## config.mk

```make
export PLATFORM = sky130hd
export DESIGN_NAME = output_enable_io_config
export DESIGN_NICKNAME = d
export VERILOG_FILES = /design/src/hw/oe_io_cfg_pkg.sv /design/src/hw/output_enable_io_config.sv
export SDC_FILE = /design/constraint.sdc
export NUM_CORES = 1
export LEC_CHECK = 0
export ABC_AREA = 1
export ABC_CLOCK_PERIOD_IN_PS = 1000
export BUFFER_PORTS_ARGS = -buffer_cell sky130_fd_sc_hd__buf_2
export CORE_UTILIZATION = 35
export CTS_BUF_LIST = sky130_fd_sc_hd__clkbuf_4
export DETAILED_ROUTE_END_ITERATION = 6
export PLACE_DENSITY = 0.73
export SYNTH_ARGS = -nofsm -noshare
export SYNTH_HDL_FRONTEND = slang
export SYNTH_SLANG_ARGS = --single-unit
```

## constraint.sdc

```tcl
create_clock -name clk -period 1 [get_ports clk]
set_input_delay 0.05 -clock clk [delete_from_list [all_inputs] [get_ports clk]]
set_output_delay 0.05 -clock clk [all_outputs]
set_load 0.005 [all_outputs]
```

## src/hw/oe_io_cfg_pkg.sv

```systemverilog
package oe_io_cfg_pkg;

    // register indices; the printed map gives no offsets, so these are
    // local indices on the documented register port
    localparam logic [1:0] IDX_AMP = 2'h0;
    localparam logic [1:0] IDX_DIV = 2'h1;
    localparam logic [1:0] IDX_OE = 2'h2;
    localparam logic [1:0] IDX_IO = 2'h3;

    // field positions
    localparam int SWING_LSB = 4;
    localparam int LVDS_AMP_BIT = 3;
    localparam int DIV_SETN_BIT = 22;
    localparam int DIV_ENN_BIT = 21;
    localparam int PIN_PD_BIT = 5;
    localparam int PIN_PU_BIT = 4;
    localparam int OE_POL_BIT = 3;
    localparam int OE_SEL_BIT = 0;
    localparam int STARTUP_LSB = 6;
    localparam int PP_LSB = 4;
    localparam int OD_LSB = 2;
    localparam int DATA_PU_BIT = 1;
    localparam int CLK_PU_BIT = 0;

    // reset values
    localparam logic [7:0] AMP_RST = 8'hB4;
    localparam logic [31:0] DIV_RST = 32'h0040_0000;
    localparam logic [7:0] OE_RST = 8'h10;
    localparam logic [7:0] IO_RST = 8'h2F;

    // writable masks; reserved RO bits read as zero
    localparam logic [31:0] DIV_WMASK = 32'h0060_0000;
    localparam logic [7:0] OE_WMASK = 8'h39;

    localparam logic [1:0] STARTUP_GATED = 2'h0;
    localparam logic [1:0] STARTUP_FREE = 2'h2;

    typedef enum logic [1:0] {
        DIS_LOW_LOW,
        DIS_LOW_HIGH,
        DIS_HIZ,
        DIS_RUNNING
    } dis_state_t;

    typedef struct packed {
        logic [3:0] swing;
        logic lvdsAmpHigh;
        logic divHoldSet;
        logic divEnable;
        logic [1:0] pushPullStrength;
        logic [1:0] openDrainStrength;
    } drive_cfg_t;

    typedef struct packed {
        logic enablePinPulldown;
        logic enablePinPullup;
        logic serialDataPullup;
        logic serialClockPullup;
    } pad_cfg_t;

    typedef struct packed {
        logic driverDisable;
        logic tristate;
        logic [1:0] padLevel;
    } drv_ctrl_t;

endpackage : oe_io_cfg_pkg

```

## src/hw/output_enable_io_config.sv

```systemverilog
// Notes on behaviour
// - 4-bit swing field 7:4, 200mV at 0x0 to 900mV at 0xF, resets 0xB.
// - lvds amplitude bit: 0 gives 350mV, 1 gives 400mV, resets 0.
// - divider set bit 22 active low holds divider set; resets one.
// - divider enable bit 21 active low enables divider; resets zero.
// - polarity: 0 high level enables, 1 low level enables; pin mode only.
// - select 0: deasserted enable pin disables clock output drivers.
// - in SPI mode the pin is chip select and pin enable is ignored.
// - select 1: enable pin level has no effect on drivers.
// - startup field 0x0: drivers disabled during startup until PLL lock.
// - startup field 0x2: no lock gating; codes 0x1, 0x3 reserved.
// - bit 5 switches on enable pin pull-down; resets zero.
// - bit 4 switches on enable pin pull-up; resets one.
// - push-pull strength 5:4 resets 0x2, higher is stronger.
// - open-drain strength 3:2 resets 0x3, higher is stronger.
// - bit 1 enables serial data pin pull-up; resets one.
// - bit 0 enables serial clock pin pull-up; resets one.
// - disabled driver holds pins per disabled-state field.
// - powered-down driver tri-stated, all enable controls ignored.
`timescale 1ns/100ps
module output_enable_io_config (
    // clock and reset
    input wire logic clk,
    input wire logic nrst,
    // register port
    input wire logic regWrite,
    input wire logic [1:0] regIndex,
    input wire logic [31:0] regWdata,
    output logic [31:0] regRdata_r,
    // device state
    input wire logic enableOrChipSelectPin,
    input wire logic spiMode,
    input wire logic startupActive,
    input wire logic pllLock,
    input wire logic forceDisable,
    input wire logic driverPowerDown,
    input wire oe_io_cfg_pkg::dis_state_t disState,
    // configuration outputs
    output oe_io_cfg_pkg::drive_cfg_t driveCfg_r,
    output oe_io_cfg_pkg::pad_cfg_t padCfg_r,
    output oe_io_cfg_pkg::drv_ctrl_t drvCtrl_r
);

    logic [7:0] ampReg_r;
    logic [31:0] divReg_r;
    logic [7:0] oeReg_r;
    logic [7:0] ioReg_r;
    logic pinDisable;
    logic startGate;
    logic disableAny;
    logic [1:0] startupCode;
    oe_io_cfg_pkg::drv_ctrl_t drvCtrl_nxt;

    always_ff @(posedge clk) begin
        if (!nrst) begin
            ampReg_r <= oe_io_cfg_pkg::AMP_RST;
        end else if (regWrite && regIndex == oe_io_cfg_pkg::IDX_AMP) begin
            ampReg_r <= regWdata[7:0];
        end
    end

    always_ff @(posedge clk) begin
        if (!nrst) begin
            divReg_r <= oe_io_cfg_pkg::DIV_RST;
        end else if (regWrite && regIndex == oe_io_cfg_pkg::IDX_DIV) begin
            divReg_r <= regWdata & oe_io_cfg_pkg::DIV_WMASK;
        end
    end

    always_ff @(posedge clk) begin
        if (!nrst) begin
            oeReg_r <= oe_io_cfg_pkg::OE_RST;
        end else if (regWrite && regIndex == oe_io_cfg_pkg::IDX_OE) begin
            oeReg_r <= regWdata[7:0] & oe_io_cfg_pkg::OE_WMASK;
        end
    end

    always_ff @(posedge clk) begin
        if (!nrst) begin
            ioReg_r <= oe_io_cfg_pkg::IO_RST;
        end else if (regWrite && regIndex == oe_io_cfg_pkg::IDX_IO) begin
            ioReg_r <= regWdata[7:0];
        end
    end

    // read data registered so the port output comes from a flop
    always_ff @(posedge clk) begin
        if (!nrst) begin
            regRdata_r <= 32'h0000_0000;
        end else begin
            case (regIndex)
                oe_io_cfg_pkg::IDX_AMP: regRdata_r <= {24'h00_0000, ampReg_r};
                oe_io_cfg_pkg::IDX_DIV: regRdata_r <= divReg_r;
                oe_io_cfg_pkg::IDX_OE: regRdata_r <= {24'h00_0000, oeReg_r};
                oe_io_cfg_pkg::IDX_IO: regRdata_r <= {24'h00_0000, ioReg_r};
                default: regRdata_r <= 32'h0000_0000;
            endcase
        end
    end

    assign startupCode = ioReg_r[oe_io_cfg_pkg::STARTUP_LSB +: 2];

    // pin level equal to polarity gives disable; spi mode owns the pin
    assign pinDisable = !oeReg_r[oe_io_cfg_pkg::OE_SEL_BIT] && !spiMode
        && (enableOrChipSelectPin == oeReg_r[oe_io_cfg_pkg::OE_POL_BIT]);

    // reserved codes behave as gated, the safer choice for startup
    assign startGate = startupActive && !pllLock
        && (startupCode != oe_io_cfg_pkg::STARTUP_FREE);

    assign disableAny = pinDisable || forceDisable || startGate;

    always_comb begin
        drvCtrl_nxt = '0;
        if (driverPowerDown) begin
            drvCtrl_nxt.tristate = 1'b1;
        end else if (disableAny) begin
            drvCtrl_nxt.driverDisable = 1'b1;
            case (disState)
                oe_io_cfg_pkg::DIS_LOW_LOW: drvCtrl_nxt.padLevel = 2'h0;
                oe_io_cfg_pkg::DIS_LOW_HIGH: drvCtrl_nxt.padLevel = 2'h1;
                oe_io_cfg_pkg::DIS_HIZ: drvCtrl_nxt.tristate = 1'b1;
                oe_io_cfg_pkg::DIS_RUNNING: drvCtrl_nxt.driverDisable = 1'b0;
                default: drvCtrl_nxt.tristate = 1'b1;
            endcase
        end
    end

    always_ff @(posedge clk) begin
        if (!nrst) begin
            drvCtrl_r <= '0;
        end else begin
            drvCtrl_r <= drvCtrl_nxt;
        end
    end

    always_ff @(posedge clk) begin
        if (!nrst) begin
            driveCfg_r <= '0;
            padCfg_r <= '0;
        end else begin
            driveCfg_r.swing <= ampReg_r[oe_io_cfg_pkg::SWING_LSB +: 4];
            driveCfg_r.lvdsAmpHigh <= ampReg_r[oe_io_cfg_pkg::LVDS_AMP_BIT];
            driveCfg_r.divHoldSet <= !divReg_r[oe_io_cfg_pkg::DIV_SETN_BIT];
            driveCfg_r.divEnable <= !divReg_r[oe_io_cfg_pkg::DIV_ENN_BIT];
            driveCfg_r.pushPullStrength <= ioReg_r[oe_io_cfg_pkg::PP_LSB +: 2];
            driveCfg_r.openDrainStrength <=
                ioReg_r[oe_io_cfg_pkg::OD_LSB +: 2];
            padCfg_r.enablePinPulldown <= oeReg_r[oe_io_cfg_pkg::PIN_PD_BIT];
            padCfg_r.enablePinPullup <= oeReg_r[oe_io_cfg_pkg::PIN_PU_BIT];
            padCfg_r.serialDataPullup <= ioReg_r[oe_io_cfg_pkg::DATA_PU_BIT];
            padCfg_r.serialClockPullup <= ioReg_r[oe_io_cfg_pkg::CLK_PU_BIT];
        end
    end

    // checks
    logic pastValid_r;
    always_ff @(posedge clk) begin
        if (!nrst) begin
            pastValid_r <= 1'b0;
        end else begin
            pastValid_r <= 1'b1;
        end
    end
endmodule : output_enable_io_config
```

# [Word level (Yosys, flattened, before mapping)]
# Index checks and enable logic that the tools add are counted.
# W data, S select, Z words.
[word_totals] ff_bits=73 output_inout_bits=51 elab_cells=51
[classes] n_eq_ne=8 mux=6 n_bitwise=2 n_reduce_logical=17
[op_table] operator="$pmux W32 S4" count=1
[op_table] operator="$eq A2 B2 Y1 const B" count=4
[op_table] operator="$logic_and A1 B1 Y1" count=8
[op_table] operator="$logic_not A1 Y1" count=5
[op_table] operator="$eq A2 B1 Y1 const B" count=2
[op_table] operator="$mux W1" count=4
[op_table] operator="$mux W3" count=1
[op_table] operator="$reduce_or A3 Y1" count=1
[op_table] operator="$logic_not A2 Y1" count=1
[op_table] operator="$logic_or A1 B1 Y1" count=2
[op_table] operator="$ne A2 B2 Y1 const B" count=1
[op_table] operator="$not A1 Y1" count=2
[op_table] operator="$eq A1 B1 Y1" count=1

# [Longest topological paths before layout]
[depth] ltp_word=7 mapped_depth=6 mapped_depth_nobuf=6

# [Worst setup path before layout]
# OpenSTA, ideal clock, no wires.
[synth_path] path_kind="register -> register" startpoint="register ioReg_r[6]" endpoint="register drvCtrl_r[0] (netlist bit)" setup_time_ns=0.111 arrival_ns=0.650 required_ns=0.889 path_slack_ns=0.239 path_stages_with_launch=7 n_path_buf=0 synth_period_minus_slack_ns=0.761 cell_sequence="dfxtp_1 -> inv_1 -> nand2_1 -> nand2_1 -> nand3_1 -> nand2_1 -> nor2_1"
[synth_via] elab_chain_len=5
[synth_rtl] item="from (decl)" line="output_enable_io_config.sv:47" text="logic [7:0] ioReg_r;"
[synth_rtl] item="from (signal assigned)" line="output_enable_io_config.sv:80" text="ioReg_r <= oe_io_cfg_pkg::IO_RST;"
[synth_rtl] item="from (signal assigned)" line="output_enable_io_config.sv:82" text="ioReg_r <= regWdata[7:0];"
[synth_rtl] item="$ne A2 B2 Y1" line="output_enable_io_config.sv:109" text="&& (startupCode != oe_io_cfg_pkg::STARTUP_FREE);"
[synth_rtl] item="$logic_and A1 B1 Y1" line="output_enable_io_config.sv:109"
[synth_rtl] item="$logic_or A1 B1 Y1" line="output_enable_io_config.sv:111" text="assign disableAny = pinDisable || forceDisable || startGate;"
[synth_rtl] item="$not A1 Y1 (no line)"
[synth_rtl] item="$reduce_or A3 Y1 (no line)"
[synth_rtl] item="to (signal assigned)" line="output_enable_io_config.sv:133" text="drvCtrl_r <= drvCtrl_nxt;"
[synth_rtl] item="to (decl)" line="output_enable_io_config.sv:41" text="output oe_io_cfg_pkg::drv_ctrl_t drvCtrl_r"
# No other way between the ends.
# A chain may end at the register's enable or synchronous reset.

# [Worst setup path after layout]
[layout_path] startpoint="input port nrst" endpoint="register regRdata_r[0]"
[layout_rtl] item="from (decl)" line="output_enable_io_config.sv:24" text="input wire logic nrst,"
[layout_rtl] item="to (signal assigned)" line="output_enable_io_config.sv:92" text="oe_io_cfg_pkg::IDX_AMP: regRdata_r <= {24'h00_0000, ampReg_r};"
[layout_rtl] item="to (signal assigned)" line="output_enable_io_config.sv:93" text="oe_io_cfg_pkg::IDX_DIV: regRdata_r <= divReg_r;"
[layout_rtl] item="to (signal assigned)" line="output_enable_io_config.sv:94" text="oe_io_cfg_pkg::IDX_OE: regRdata_r <= {24'h00_0000, oeReg_r};"
[layout_rtl] item="to (decl)" line="output_enable_io_config.sv:29" text="output logic [31:0] regRdata_r,"
# No word-level cell between the ends.

==> summary.md <==
| Metric | Value |
|---|---|
| Outcome | `complete, no violations` |
| Vias in the first global route | `1466` |
| Total negative slack | `0 ps` |
| Post-DP Area | `0.00222 mm²` |
| PnR worst setup slack | `93.2 ps` |
| Routed WL | `about 3800 µm` |
| TritonRoute pass-1 iters | `4` |
| Post-synthesis sequential area ratio | `51.9%` |
| Worst EP required | `approximately 1300 ps` |
| Mapped Cells | `240` |
| Via count | `1634` |
| Die outline height | `~76 µm` |
| Crit-path max FO | `10` |
| Fmax | `between 1000 and 1500 MHz` |
| Max rail drop VDD | `423 µV` |
| Switching share of power | `between 20% and 30%` |
| Maxcap violations | `0` |
| EDFF count, synth | `0` |
| CTS Sinks | `50` |
| Num ports | `96` |
| Worst path cell trace | `dlygate4sd3_1, buf_4, clkinvlp_4, buf_4, a31oi_1` |
| Startpoint types | `primary input` |
| Pre-CTS WS | `roughly 44 ps` |
| CP arrival | `1210 ps` |
| Comb pwr share | `12.4%` |
| Total clock buffers created by CTS | `5` |
| H-tree depth | `2` |
| Reg-to-Reg Start | `ioReg_r[6]` |
| Antenna fix cells | `0` |
| #FFs+latches synth | `50` |
| Final Util | `47.0%` |
| Initial antenna violation count | `0` |
| Setup crit start | `nrst` |
| Worst hold start | `forceDisable` |
| Die area | `0.00581 mm²` |
| RSZ-0062 raised after global routing | `false` |
| Core area | `around 0.0052 mm²` |
| Syn avg cell area | `between 8 and 9 µm²` |
| Ys async rst share | `0%` |
| Clk_lat worst skew | `370 ps` |
| WL met3 | `306 µm` |
| Synth unique cells | `25` |
| Int Power | `2.81 mW` |
| Layout Skew | `8.02 ps` |
| Most frequent cell on the critical path | `buf_4` |
| P_sw | `891 µW` |
| Final ANT Viol Nets | `0` |
| Initial core utilization | `37.1%` |
| Inst Count DP | `362` |
| Crit path buf inv count | `4` |
| First-pass GRT wire length | `6290 µm` |
| Pin count of the biggest net entering global routing | `17` |
| Root Driver | `clkbuf_4` |
| Syn Std Cell Area | `0.00193 mm²` |
| Final Critical Period | `907 ps` |
| Clk buf depth | `2` |
| Met1 Routed Length | `1590 µm` |
| Row Count | `26` |
| Synthesis-to-finish area growth | `26.7%` |
| Layout Nets | `roughly 360` |
| Final hold viol count | `0` |
| GRT Total Usage | `13.8%` |
| Leakage | `1.32 nW` |
| GR Overflow Total | `0` |
| Post-route cell area | `roughly 0.0024 mm²` |
| Hpwl dp | `2800 µm` |
| Die Width | `76.2 µm` |
| Starting DRT DRC Count | `66` |
| Fillers | `between 500 and 600` |
| Synthesis warning total | `0` |
| Clock group share of total power | `between 20 and 30%` |
| CP Capture Type | `flip-flop` |
| Layout cells sized above 1 | `~25%` |
| Worst Hold Class | `primary input to flip-flop` |
| IO Port Bufs | `50` |
| Setup violators final | `0` |
| DR vias/cell | `~4.3` |
| Fin crit share | `90.7%` |
| CP top delay family | `buffers and inverters` |
| Clock slew at reported path FFs | `130 ps` |
| Wire per inst | `9.99 µm` |
| RD Place Congestion | `0.805` |
| Total Power | `3.70 mW` |
| Uppermost routed layer | `met4` |
| CTS tree | `built` |
| Max-slew violations | `0` |
| Critical path type | `primary input to flip-flop` |
| DR WL met2 | `approximately 1900 µm` |
| DRC viols | `0` |
| Top FF cell, synth | `dfxtp_1` |
| Hold slack | `between 20 and 25 ps` |
| Slowest CP cell | `dlygate4sd3_1` |
| Final std cells w/o fill | `384` |
| Power per Cell Area | `1510 mW/mm²` |
| CP max stage delay | `between 500 and 600 ps` |
| Sequential group share of total power | `57.8%` |
-- registers in the layout, indices dropped and copies added, names as in the netlist --
name / cells
divReg_r: 2
drvCtrl_r: 3
oeReg_r: 4
padCfg_r: 4
ampReg_r: 8
regRdata_r: 10
driveCfg_r: 11
ioReg_r: 8
-- worst reg2reg max path, delay by kind of cell (launching register included) --
kind / cells / cell delay (ps)
flops: 1 / 320
simple gates: 5 / 370
buf+inv: 1 / 90
-- power groups by stage --
| stage | registers (mW) | clock network [mW] | logic (mW) |
|---|---|---|---|
| floorplan | 2.19 | 0 | 0.280 |
| global placement | 2.18 | 0 | 0.402 |
| detailed placement | 2.18 | 0 | 0.409 |
| CTS | 2.14 | 1.14 | 0.453 |
| global route | 2.15 | 1.23 | 0.519 |
| finish | 2.14 | 1.11 | 0.458 |
-- metal layers --
layer	GRT usage, %	vias to the layer above
met5	0	-
met4	5.19	0
met3	4.91	6
met2	23.5	70
met1	15.9	716
li1	-	842
-- layout by cell type, fill, tap and decap left out --
cell type       n
a31oi_1         1
clkbuf_4        5
dlygate4sd3_1  14
o221ai_1        1
buf_2          49
buf_6           1
bufinv_16       1
dfxtp_1        50
nor3_1          1
nor2_4          3
nand2_1        61
a21oi_2         1
nor2_1         21
o21ai_2         1
conb_1         23
clkinv_1        1
nand2_2         1
inv_1          25
o32ai_1         1
nand2_4         1
o21ai_0        11
inv_2           3
clkinvlp_4      1
inv_4           1
inv_6           1
nand3_1        20
nand4_1         1
a21oi_1         4
nor2_8          1
buf_4           9
-- synth_stat cells (2+ instances only) --
cell / count / area, µm²
buf_4: 23 / 173
a21oi_1: 4 / 20.0
nor2_4: 3 / 33.8
nand2_1: 61 / 229
nor2_1: 21 / 78.8
dfxtp_1: 50 / 1000
inv_1: 26 / 97.6
buf_2: 2 / 10.0
nand3_1: 20 / 100
inv_2: 3 / 11.3
clkbuf_1: 3 / 11.3
o21ai_0: 11 / 55.1
-- area by class of cell --
type	instances	area (µm²)	share of cell area [%]
multi-input cells	153	693	28.4
flip-flops and latches	50	1000	40.9
clock buffers	5	37.5	1.54
repair buffers	73	464	19.0
clock inverters	2	33.8	1.38
well taps	70	87.6	3.58
inverters	31	128	5.22
-- logic make-up after synthesis --
family | count (synthesis) | share of synthesized area [%]
AND/OR/NAND/NOR | 110 | 25.4
buffers and inverters | 59 | 16.5
flip-flops | 50 | 51.9
AO/OA/AOI/OAI | 20 | 6.03
other | 1 | 0.194
-- final timing paths --
| path | slack, ps | depth (start not counted) | endpoint |
|---|---|---|---|
| worst min register to register | 420 | 1 | driveCfg_r[4] |
| worst max register to register | 140 | 6 | drvCtrl_r[0] |
| worst min-delay path | 20 | 5 | drvCtrl_r[2] |
| worst max-delay path | 90 | 5 | regRdata_r[0] |
-- what timing repair did --
item,CTS,global route
hold endpoints to repair,26,0
setup endpoints to repair,0,4
resized for setup,0,4
setup buffers,0,1
hold buffers,14,0
(Power assumes the default switching activity.)
